File: src/shared/drv_spi_pkg.sv
// Shared constants and types for the motor driver serial command port
package drv_spi_pkg;
  localparam int          WORD_W        = 20;
  localparam logic [1:0]  ADDR_DRVCTRL  = 2'h0;
  localparam logic [1:0]  ADDR_CHOP     = 2'h2;
  localparam logic [1:0]  ADDR_HIGH     = 2'h3;
  localparam logic [2:0]  SEL_CHOP      = 3'h4;
  localparam logic [2:0]  SEL_SMART     = 3'h5;
  localparam logic [2:0]  SEL_SGCS      = 3'h6;
  localparam logic [2:0]  SEL_DRVCFG    = 3'h7;
  localparam logic [1:0]  FMT_POSITION  = 2'h0;
  localparam logic [1:0]  FMT_LOAD      = 2'h1;
  localparam logic [1:0]  FMT_LOAD_CUR  = 2'h2;
  localparam int          FMT_LSB       = 4;
  localparam int          FILT_NS       = 20;
  localparam int          CLK_NS        = 20;
  // Glitch shorter than FILT_NS rejected: stable samples needed, at least 1
  localparam int          FILT_CYC      = (FILT_NS + CLK_NS - 1) / CLK_NS;
  // A returned bit needs about six core cycles to cross the driver's
  // filter and the master's synchroniser, so a half period must be longer
  localparam int          SCK_HALF_DIV  = 8;
  typedef enum logic [4:0] {
    IDLE    = 5'h01,
    SELECT  = 5'h02,
    SHIFT   = 5'h04,
    DESEL   = 5'h08,
    GAP     = 5'h10
  } host_state_e;
endpackage

File: src/shared/drv_spi_if.sv
// Serial link between microcontroller master and motor driver port
`timescale 1ns/1ps
`default_nettype none
interface drv_spi_if;
  logic sck;
  logic chip_select_low;
  logic sdi;
  logic sdo;
  logic sdo_oe;
  modport master (output sck, output chip_select_low, output sdi,
                  input sdo, input sdo_oe);
  modport driver (input sck, input chip_select_low, input sdi,
                  output sdo, output sdo_oe);
endinterface
`default_nettype wire

File: src/verilog/drv_spi_slave.sv
// Motor driver end of the serial command port
`timescale 1ns/1ps
`default_nettype none
module drv_spi_slave
  import drv_spi_pkg::*;
#(
  parameter int FILT_N = FILT_CYC
) (
  input  wire logic                  core_clk,
  input  wire logic                  reset_n,
  drv_spi_if.driver                  link,
  input  wire logic                  driver_disable_input,
  input  wire logic [9:0]            position_in,
  input  wire logic [9:0]            load_in,
  input  wire logic [4:0]            current_scale_in,
  input  wire logic [7:0]            flags_in,
  output logic [drv_spi_pkg::WORD_W-1:0] drvctrl_q,
  output logic [drv_spi_pkg::WORD_W-1:0] chopconf_q,
  output logic [drv_spi_pkg::WORD_W-1:0] smarten_q,
  output logic [drv_spi_pkg::WORD_W-1:0] sgcsconf_q,
  output logic [drv_spi_pkg::WORD_W-1:0] driver_configuration_word_q,
  output logic                       cmd_strobe_q,
  output logic                       driver_disabled_q
);
  import drv_spi_pkg::*;

  // ********************************************************************
  // Synchronise and filter the pins
  // ********************************************************************
  logic [3:0] meta_q;
  logic [3:0] sync_q;
  logic [3:0] filt_q;
  logic [3:0] prev_q;
  logic [3:0][7:0] stab_q;

  // Two flops before any logic; first stage read by the second only
  // Reset to the idle levels of the pins so no false edge follows reset
  always_ff @(posedge core_clk or negedge reset_n) begin
    if (!reset_n) begin
      meta_q <= 4'hF;
      sync_q <= 4'hF;
    end else begin
      meta_q <= {driver_disable_input, link.sdi, link.chip_select_low,
                 link.sck};
      sync_q <= meta_q;
    end
  end

  // A level is taken only after it holds FILT_N samples, so short spikes die
  // Trade-off: each filter sample adds latency on top of the two sync
  // flops, and the master half period has to cover all of it
  always_ff @(posedge core_clk or negedge reset_n) begin
    if (!reset_n) begin
      filt_q <= 4'hF;
      prev_q <= 4'hF;
      stab_q <= '0;
    end else begin
      prev_q <= filt_q;
      for (int i = 0; i < 4; i++) begin
        if (sync_q[i] == filt_q[i]) begin
          stab_q[i] <= 8'h00;
        end else if (stab_q[i] >= 8'(FILT_N - 1)) begin
          filt_q[i] <= sync_q[i];
          stab_q[i] <= 8'h00;
        end else begin
          stab_q[i] <= stab_q[i] + 8'h01;
        end
      end
    end
  end

  // Edges of the filtered levels; raw pins never reach the logic below,
  // so a clock edge is acted on some four core cycles after it left
  logic sck_rise;
  logic sck_fall;
  logic cs_rise;
  logic cs_active;
  assign sck_rise  = filt_q[0] & ~prev_q[0];
  assign sck_fall  = ~filt_q[0] & prev_q[0];
  assign cs_rise   = filt_q[1] & ~prev_q[1];
  assign cs_active = ~filt_q[1];

  // ********************************************************************
  // Shift register and response
  // ********************************************************************
  logic [WORD_W-1:0] shreg_q;
  logic [WORD_W-1:0] resp_word;
  logic              sdo_q;
  logic              sdo_oe_q;

  // Status layout for a format code; code three falls back to the
  // position layout so a stray setting still returns something useful
  function automatic logic [WORD_W-1:0] status_layout(
    input logic [1:0] fmt,
    input logic [9:0] pos,
    input logic [9:0] load,
    input logic [4:0] scale,
    input logic [7:0] flags
  );
    logic [WORD_W-1:0] word;
    case (fmt)
      FMT_POSITION: word = {pos, 2'h0, flags};
      FMT_LOAD:     word = {load, 2'h0, flags};
      FMT_LOAD_CUR: word = {load[9:5], scale, 2'h0, flags};
      default:      word = {pos, 2'h0, flags};
    endcase
    return word;
  endfunction

  // Response layout follows the format field of the driver word
  assign resp_word = status_layout(
    driver_configuration_word_q[FMT_LSB +: 2], position_in,
    load_in, current_scale_in, flags_in);

  // Response loads at select; bits enter at LSB so top bit leaves first
  // A frame longer than twenty bits pushes the oldest bits on to data out
  always_ff @(posedge core_clk or negedge reset_n) begin
    if (!reset_n) begin
      shreg_q <= '0;
    end else if (cs_active && prev_q[1]) begin
      shreg_q <= resp_word;
    end else if (cs_active && sck_rise) begin
      shreg_q <= {shreg_q[WORD_W-2:0], filt_q[2]};
    end
  end

  // Output takes the top bit at select, then changes only on falling clock; idle line is released
  // A new bit appears about four core cycles after the clock fell
  always_ff @(posedge core_clk or negedge reset_n) begin
    if (!reset_n) begin
      sdo_q    <= 1'b0;
      sdo_oe_q <= 1'b0;
    end else if (!cs_active) begin
      sdo_oe_q <= 1'b0;
    end else if (prev_q[1]) begin
      sdo_oe_q <= 1'b1;
      sdo_q    <= resp_word[WORD_W-1];
    end else if (sck_fall) begin
      sdo_q    <= shreg_q[WORD_W-1];
    end
  end
  assign link.sdo    = sdo_q;
  assign link.sdo_oe = sdo_oe_q;

  // ********************************************************************
  // Command latch on chip select release
  // ********************************************************************
  // Decode reads only the last twenty bits held in the shift register
  // Top two bits clear pick the drive word, else the top three bits pick
  // the slot; the two unused codes are dropped, though the strobe pulses
  always_ff @(posedge core_clk or negedge reset_n) begin
    if (!reset_n) begin
      drvctrl_q                   <= '0;
      chopconf_q                  <= '0;
      smarten_q                   <= '0;
      sgcsconf_q                  <= '0;
      driver_configuration_word_q <= '0;
      cmd_strobe_q                <= 1'b0;
    end else begin
      cmd_strobe_q <= cs_rise;
      if (cs_rise) begin
        if (shreg_q[WORD_W-1 -: 2] == ADDR_DRVCTRL) begin
          drvctrl_q <= shreg_q;
        end else begin
          case (shreg_q[WORD_W-1 -: 3])
            SEL_CHOP:    chopconf_q                  <= shreg_q;
            SEL_SMART:   smarten_q                   <= shreg_q;
            SEL_SGCS:    sgcsconf_q                  <= shreg_q;
            SEL_DRVCFG:  driver_configuration_word_q <= shreg_q;
            default:     ;
          endcase
        end
      end
    end
  end

  // Disable input is filtered like the serial pins
  // Comes up disabled so the bridge stays off until the pin is seen
  always_ff @(posedge core_clk or negedge reset_n) begin
    if (!reset_n) begin
      driver_disabled_q <= 1'b1;
    end else begin
      driver_disabled_q <= filt_q[3];
    end
  end
endmodule
`default_nettype wire

File: src/flat_wrapper.sv
// flat-port wrapper written by rule: the top's interface ports become plain ports
module drv_spi_slave_flat import drv_spi_pkg::*;
#(
  parameter int FILT_N = FILT_CYC
)
  (core_clk, reset_n, driver_disable_input, position_in, load_in, current_scale_in, flags_in, drvctrl_q, chopconf_q, smarten_q, sgcsconf_q, driver_configuration_word_q, cmd_strobe_q, driver_disabled_q, link_sck, link_chip_select_low, link_sdi, link_sdo, link_sdo_oe);
  drv_spi_if link_i ();
  input  wire logic core_clk;
  input  wire logic reset_n;
  input  wire logic driver_disable_input;
  input  wire logic [9:0] position_in;
  input  wire logic [9:0] load_in;
  input  wire logic [4:0] current_scale_in;
  input  wire logic [7:0] flags_in;
  output logic [drv_spi_pkg::WORD_W-1:0] drvctrl_q;
  output logic [drv_spi_pkg::WORD_W-1:0] chopconf_q;
  output logic [drv_spi_pkg::WORD_W-1:0] smarten_q;
  output logic [drv_spi_pkg::WORD_W-1:0] sgcsconf_q;
  output logic [drv_spi_pkg::WORD_W-1:0] driver_configuration_word_q;
  output logic cmd_strobe_q;
  output logic driver_disabled_q;
  input wire logic [$bits(link_i.sck)-1:0] link_sck;
  input wire logic [$bits(link_i.chip_select_low)-1:0] link_chip_select_low;
  input wire logic [$bits(link_i.sdi)-1:0] link_sdi;
  output wire logic [$bits(link_i.sdo)-1:0] link_sdo;
  output wire logic [$bits(link_i.sdo_oe)-1:0] link_sdo_oe;
  assign link_i.sck = link_sck;
  assign link_i.chip_select_low = link_chip_select_low;
  assign link_i.sdi = link_sdi;
  assign link_sdo = link_i.sdo;
  assign link_sdo_oe = link_i.sdo_oe;
  drv_spi_slave #(.FILT_N(FILT_N)) u_core (.core_clk(core_clk), .reset_n(reset_n), .link(link_i), .driver_disable_input(driver_disable_input), .position_in(position_in), .load_in(load_in), .current_scale_in(current_scale_in), .flags_in(flags_in), .drvctrl_q(drvctrl_q), .chopconf_q(chopconf_q), .smarten_q(smarten_q), .sgcsconf_q(sgcsconf_q), .driver_configuration_word_q(driver_configuration_word_q), .cmd_strobe_q(cmd_strobe_q), .driver_disabled_q(driver_disabled_q));
endmodule
File: config.mk
export PLATFORM = sky130hd
export DESIGN_NAME = drv_spi_slave_flat
export DESIGN_NICKNAME = d
export VERILOG_FILES = /design/src/shared/drv_spi_pkg.sv /design/src/shared/drv_spi_if.sv /design/src/verilog/drv_spi_slave.sv /design/src/flat_wrapper.sv
export SDC_FILE = /design/constraint.sdc
export NUM_CORES = 1
export LEC_CHECK = 0
export ABC_CLOCK_PERIOD_IN_PS = 2200
export BUFFER_PORTS_ARGS = -buffer_cell sky130_fd_sc_hd__buf_2
export CORE_ASPECT_RATIO = 1.1
export CORE_MARGIN = 4
export CORE_UTILIZATION = 45
export DETAILED_ROUTE_END_ITERATION = 10
export GPL_ROUTABILITY_DRIVEN = 0
export MAX_ROUTING_LAYER = met4
export PLACE_DENSITY_LB_ADDON = 0.15
export SLEW_MARGIN = 10
export SYNTH_ARGS = -nofsm -noshare
export SYNTH_HDL_FRONTEND = slang
export SYNTH_SLANG_ARGS = --single-unit
File: constraint.sdc
create_clock -name core_clk -period 2.2 [get_ports core_clk]
set_clock_uncertainty 0.05 [all_clocks]
set_input_delay 0 -clock core_clk [delete_from_list [all_inputs] [get_ports core_clk]]
set_output_delay 0 -clock core_clk [all_outputs]
set_load 0.05 [all_outputs]
==> run summary, run 1 <==
Non-Filler Instances: 701
Hold WC Path Type: in -> reg
DR top layer: met4
Synthesized area: 0.005363 sq mm
Met2 routed WL: 6.164 mm
Commonest non-fill, non-tap cell in the layout: buf_2
Placed insts: 648
Input/output buffers: 142
Core ar.: 0.01154 sq mm
Placed Area: 0.006292 sq mm
Slew headroom: 55.22%
Die extent in x: 112.1 microns
Detailed placement HPWL: 8.547 mm
Fin. Hold Viols: 0
Initial Util: 46.46%
Sw Share: 44.64%
Combinational share of power: 43.4%
Pre-antenna DRT Iters: 4
Fin Hold WS: 15.77 ps
CTS root buffer: clkbuf_16
Syn nets: 407
WL per Instance: 17.90 microns
Total gr overflow: 0
Post-Syn Instances: 366
Critical Path AT: 2150 ps
Nets: 579
Area grow syn2layout: 33.06%
Initial antenna violation count: 0
Req. time, crit path: 2410 ps
Clock Latency Late Sink: 410 ps
Startpoint Class: flop
Number of routed nets with antenna violations: 0
RSZ-0062 raised after global routing: false
Internal power: 6.993 mW
Clock Power Share: 23.6%
Yosys top cell area share: 57.40%
IR drop worst, VDD: 1.105 mV
Ys Warns: 0
Share of cells above drive strength 1: 54.26%
Flop pwr share: 33.0%
CP Capture Type: flop
Remaining DRCs: 0
TNS Setup: 0 ps
Met3 WL: 705 microns
Tot GR Track Use: 19.75%
Clock buffer count from CTS: 17
Yosys cell types: 28
Routed WL: 12.55 mm
CTS tree: done
Sw Pwr: 5.639 mW
Worst reg-to-reg path cell count: 5
Vias per cell: 5.237
Postcts setup bufs: 0
Critical path peak fanout: 16
H-tree Lvls: 4
Pins over their slew limit: 0
Vias in the first global route: 3732
Row Count: 41
Outcome: completed
Flops & latches, synth: 138
Die ar.: 0.01373 sq mm
Max Root-Sink Buffers: 2
Final Core Density: 61.82%
LEAKAGE: 3.411 nW
Slew @ Worst Pin: 671.0 ps
Ranking of synthesized cells by area: dfrtp_1 (57%), mux2_2 (19%), dfstp_2 (7.3%)
DRT iter0 DRCs: 206
Worst Hold Depth: 4
Total number of vias: 3671
First-pass GRT wire length: 20.28 mm
Finish-stage setup viols: 0
Final period utilization: 88.23%
Maximum number of pins on one net before global-route repair: 60
Wl on met1: 5.443 mm
ANT cells: 0
Syn_area_per_cell: 14.65 sq um
Max Cap Viol: 0
Post-cts sizing count: 0
Commonest cells after routing, fill and taps aside: buf_2 (141), dfrtp_1 (123), mux2_2 (91), dlygate4sd3_1 (21)
Register area share after synthesis: 64.75%
Final min period: 1941 ps
Final Instance Area: 0.007136 sq mm
Dominant cell type by area after synthesis: dfrtp_1
Ports: 143
CP Class: reg -> reg
CTS clk-pin slew, worst paths: 50 ps
Die Height: 122.5 microns
Sink Count: 138
FMAX: 515.2 MHz
PwrDens: 1770 mW/mm^2
==> stage by stage <==
step	total power, mW	worst slack (ps)
final	12.63	259.0
after global routing	13.21	163.5
after CTS	12.74	277.5
after detailed placement	9.702	284.9
after global placement	9.601	346.5
after floorplan	8.274	225.4
==> registers in the layout, summed over array words and instances (netlist names) <==
register / flops
u_core.chopconf_q: 20
u_core.driver_configuration_word_q: 20
u_core.drvctrl_q: 20
u_core.sgcsconf_q: 20
u_core.shreg_q: 20
u_core.smarten_q: 20
u_core.filt_q: 4
u_core.meta_q: 4
u_core.sync_q: 4
u_core.prev_q: 2
u_core.cmd_strobe_q: 1
u_core.driver_disabled_q: 1
u_core.link.sdo: 1
u_core.link.sdo_oe: 1
==> logic make-up after synthesis <==
family | share of synthesized area [%]
DFF | 64.75
buffers and inverters | 2.987
muxes | 19.11
and+or+nand+nor | 5.226
AOI/OAI and AO/OA | 7.466
adders and majority gates | 0.4666
==> critical path, stage by stage (launching register included) <==
cell	delay, ps
dfrtp_1	390
inv_1	60
ha_1	540
o21ba_2	250
a221oi_1	400
a221oi_1	90
==> power groups by stage <==
stage,Combinational [mW],Clock (mW),Sequential (mW)
floorplan,1.34,0,6.93
detailed placement,5.48,0,4.22
CTS,5.52,3.04,4.19
global route,5.76,3.14,4.32
global placement,5.41,0,4.19
finish,5.48,2.98,4.17
==> what timing repair did <==
item / in CTS / in global routing
hold endpoints to repair: 145 / 0
setup endpoints to repair: 0 / 0
hold buffers: 21 / 0
==> layer usage <==
metal,up-vias,global-route usage [%]
li1,1670,-
met1,1833,25.11
met2,140,31.41
met3,28,4.980
met4,0,6.461
met5,-,-
==> cells in the mapped netlist <==
library cell / n
or2_2: 3
nor2b_4: 1
buf_4: 7
and4_1: 2
nor3_1: 5
a221oi_1: 16
and3_1: 1
nor2_1: 8
nor2b_1: 12
buf_2: 8
o22ai_1: 17
nand2b_1: 7
inv_1: 10
clkbuf_1: 7
a21oi_1: 10
dfrtp_1: 123
and2_1: 1
a221o_1: 5
buf_1: 1
nor3b_1: 1
or3b_2: 1
o21ba_2: 1
nand2_1: 4
dfstp_2: 15
a22o_1: 5
nand4_1: 2
mux2_2: 91
ha_1: 2
==> path summary, 6_finish.rpt <==
check                      slack (ps)                                  start                     to
min                                20                         position_in[3]     u_core.shreg_q[13]
max in group asynchronous        1220                                reset_n       u_core.filt_q[2]
min reg2reg                       300                       u_core.meta_q[3]       u_core.sync_q[3]
max                               260  u_core.driver_configuration_word_q[4]     u_core.shreg_q[19]
min in group asynchronous          50                                reset_n  u_core.chopconf_q[18]
max reg2reg                       260  u_core.driver_configuration_word_q[4]     u_core.shreg_q[19]
==> final cells by class <==
| cell class | count | area [sq um] |
|---|---|---|
| well taps | 150 | 187.7 |
| repair buffers | 176 | 1075 |
| multi-input cells | 195 | 1730 |
| flip-flops and latches | 138 | 3472 |
| clock buffers | 22 | 494.2 |
| fillers | 931 | 4407 |
| inverters | 10 | 37.54 |
| clock inverters | 10 | 138.9 |
Note: power is estimated with default switching activity, not from simulation.
==> run 2: changes to the inputs <==
--- a/config.mk
+++ b/config.mk
@@ -5,11 +5,12 @@
 export SDC_FILE = /design/constraint.sdc
 export NUM_CORES = 1
 export LEC_CHECK = 0
+export ABC_AREA = 1
 export ABC_CLOCK_PERIOD_IN_PS = 2200
 export BUFFER_PORTS_ARGS = -buffer_cell sky130_fd_sc_hd__buf_2
 export CORE_ASPECT_RATIO = 1.1
 export CORE_MARGIN = 4
-export CORE_UTILIZATION = 45
+export CORE_UTILIZATION = 34
 export DETAILED_ROUTE_END_ITERATION = 10
 export GPL_ROUTABILITY_DRIVEN = 0
 export MAX_ROUTING_LAYER = met4
==> run summary, run 2 <==
Number of routed nets with antenna violations: 0
Initial Util: 35.09%
Commonest non-fill, non-tap cell in the layout: nand2_1
Routed WL: 13.84 mm
Syn nets: 601
Pins over their slew limit: 0
Placed Area: 0.006407 sq mm
Nets: 782
RSZ-0062 raised after global routing: false
Post-synth ARST share: 100.0%
Total gr overflow: 0
Max Root-Sink Buffers: 2
Clock Latency Late Sink: 420 ps
Die Height: 142.4 microns
First-pass GRT wire length: 22.97 mm
Ranking of synthesized cells by area: dfrtp_1 (55%), nand2_1 (12%), dfstp_2 (7.1%)
Post-synth top cells: nand2_1 (177), dfrtp_1 (123), inv_1 (42), nor2_1 (40), o21ai_2 (33)
Finish-stage setup viols: 0
# fillers: 1531
Slew @ Worst Pin: 598.7 ps
Vias per cell: 4.517
Clock buffer count from CTS: 17
Commonest cells after routing, fill and taps aside: nand2_1 (177), buf_2 (141), dfrtp_1 (123), inv_1 (42), nor2_1 (40)
Tot Pwr: 12.09 mW
Top_reg_cell synth: dfrtp_1
Register area share after synthesis: 62.18%
Sink Count: 138
Startpoint Class: flop
Final Instance Area: 0.007373 sq mm
Dominant cell type by area after synthesis: dfrtp_1
LEAKAGE: 3.802 nW
Worst reg-to-reg path cell count: 9
Tot GR Track Use: 16.46%
CP Class: reg -> reg
Largest family of logic cells by synthesized area: simple AND/OR/NAND/NOR gates
Final period utilization: 91.52%
Pre-antenna DRT Iters: 4
Fin Hold WS: 25.07 ps
Post-synthesis mux area share: 0%
Hold WC Path Type: in -> async
FMAX: 496.7 MHz
Crit-path cells: inv_1 -> ha_1 -> nand2_1 -> inv_1 -> nor2_1 -> nand2_1 -> dlygate4sd3_1 -> nand3_1 -> nand2_1
PwrDens: 1639 mW/mm^2
Ports: 143
Slew headroom: 60.01%
Top-count cell post-synth: nand2_1
Maximum number of pins on one net before global-route repair: 66
Total number of vias: 4309
Critical path peak fanout: 11
Vias in the first global route: 4326
Area grow syn2layout: 32.04%
Post-Place Worst Slack: 271.3 ps
XOR/XNOR Fraction of Synth Area: 0%
Yosys top cell area share: 55.12%
R2r startpoint: u_core.driver_configuration_word_q[4]
Die extent in x: 130.2 microns
Detailed placement HPWL: 9.874 mm
Final Core Density: 46.33%
Flop-to-flop setup slack: 190 ps
Req. time, crit path: 2450 ps
Outcome: completed
Cell mode on critical path: nand2_1
Placed insts: 884
DRT iter0 DRCs: 278
Flops & latches, synth: 138
Max Cap Viol: 0
Ys Warns: 0
Share of cells above drive strength 1: 32.49%
Core ar.: 0.01592 sq mm
Fin. Hold Viols: 0
Row Count: 48
Remaining DRCs: 0
CTS root buffer: clkbuf_16
CTS clk-pin slew, worst paths: 60 ps
H-tree Lvls: 4
Reg-to-Reg End: u_core.shreg_q[18]
Syn_area_per_cell: 9.972 sq um
Die ar.: 0.01854 sq mm
Input/output buffers: 142
Simple-gate share of the synthesized area: 20.12%
TNS Setup: 0 ps
Synthesized area: 0.005584 sq mm
Post-Syn Instances: 560
Final min period: 2013 ps
ANT cells: 0
Setup slack after layout: 186.6 ps
Max stage delay cell, worst path: dlygate4sd3_1
Non-Filler Instances: 954
CP Capture Type: flop
Yosys cell types: 27
Number of synthesized flops with an enable pin: 0
Post-cts sizing count: 0
Initial antenna violation count: 0
Synth Area in Adders: 0.4481%
Compound-gate portion of the synthesized area: 10.28%
Max incr delay on CP: 570 ps
Critical Path AT: 2270 ps
WL per Instance: 14.51 microns
IR drop worst, VDD: 0.6587 mV
CTS tree: done
[run 2: cell types whose count changed in the layout (fill, tap and decap cells not counted), moves of 16 or more]
cell / before / now
o22ai_1: 17 / 0
nor2_1: 8 / 40
inv_1: 10 / 42
o21ai_1: 0 / 23
o21ai_0: 0 / 17
nand2_1: 4 / 177
dlygate4sd3_1: 21 / 38
o21ai_2: 0 / 33
mux2_2: 91 / 0
a221oi_1: 16 / 0
nand3_1: 0 / 20
[run 2: area by class of cell]
cell class	instances	area [sq um]	area share (%)
Timing Repair Buffer	187	1162	15.76
Multi-Input combinational cell	349	1723	23.37
Clock buffer	25	495.5	6.720
Tap cell	200	250.2	3.394
Sequential cell	138	3472	47.09
Clock inverter	7	90.09	1.222
Inverter	48	180.2	2.444
[run 2: cell families (layout without fill, tap and decap cells)]
group	Yosys count	after routing
flops	138	138
simple gates	257	257
buf+inv	73	267
fa+ha+maj	2	2
compound gates	90	90
[run 2: worst max-delay path: cells and delay by family, from the launching register on]
kind,cells,cell delay (ps)
flip-flops,1,370
buffers and inverters,3,680
adder cells (fa/ha/maj),1,420
AND/OR/NAND/NOR,5,390
[run 2: worst max path at each step]
stage | start | slack [ps] | cells after the start | end
6_report | u_core.driver_configuration_word_q[4] | 190 | 9 | u_core.shreg_q[18]
3_5_place_dp | u_core.filt_q[1] | 270 | 5 | u_core.smarten_q[2]
3_3_place_gp | u_core.filt_q[1] | 330 | 5 | u_core.smarten_q[0]
4_1_cts | u_core.driver_configuration_word_q[4] | 210 | 9 | u_core.shreg_q[18]
2_1_floorplan | u_core.driver_configuration_word_q[4] | 420 | 8 | u_core.link.sdo
5_1_grt | u_core.driver_configuration_word_q[4] | 50 | 8 | u_core.shreg_q[18]
[run 2: what timing repair did]
item | in CTS | in global routing
setup buffers | 0 | 0
hold endpoints to repair | 157 | 0
hold buffers | 38 | 0
[run 2: where the power goes]
part | switching (mW) | internal [mW] | total (mW)
sequential | 0.547 | 3.40 | 3.95
clock | 1.02 | 1.78 | 2.81
combinational | 4.11 | 1.22 | 5.33
[run 2: routing by layer]
metal	track usage, %	part of all wire, %	vias to the layer above
met2	24.93	47	124
met1	21.33	45	2028
li1	-	-	2131
met4	6.346	2.5	0
met3	4.054	5.6	26
met5	-	0	-
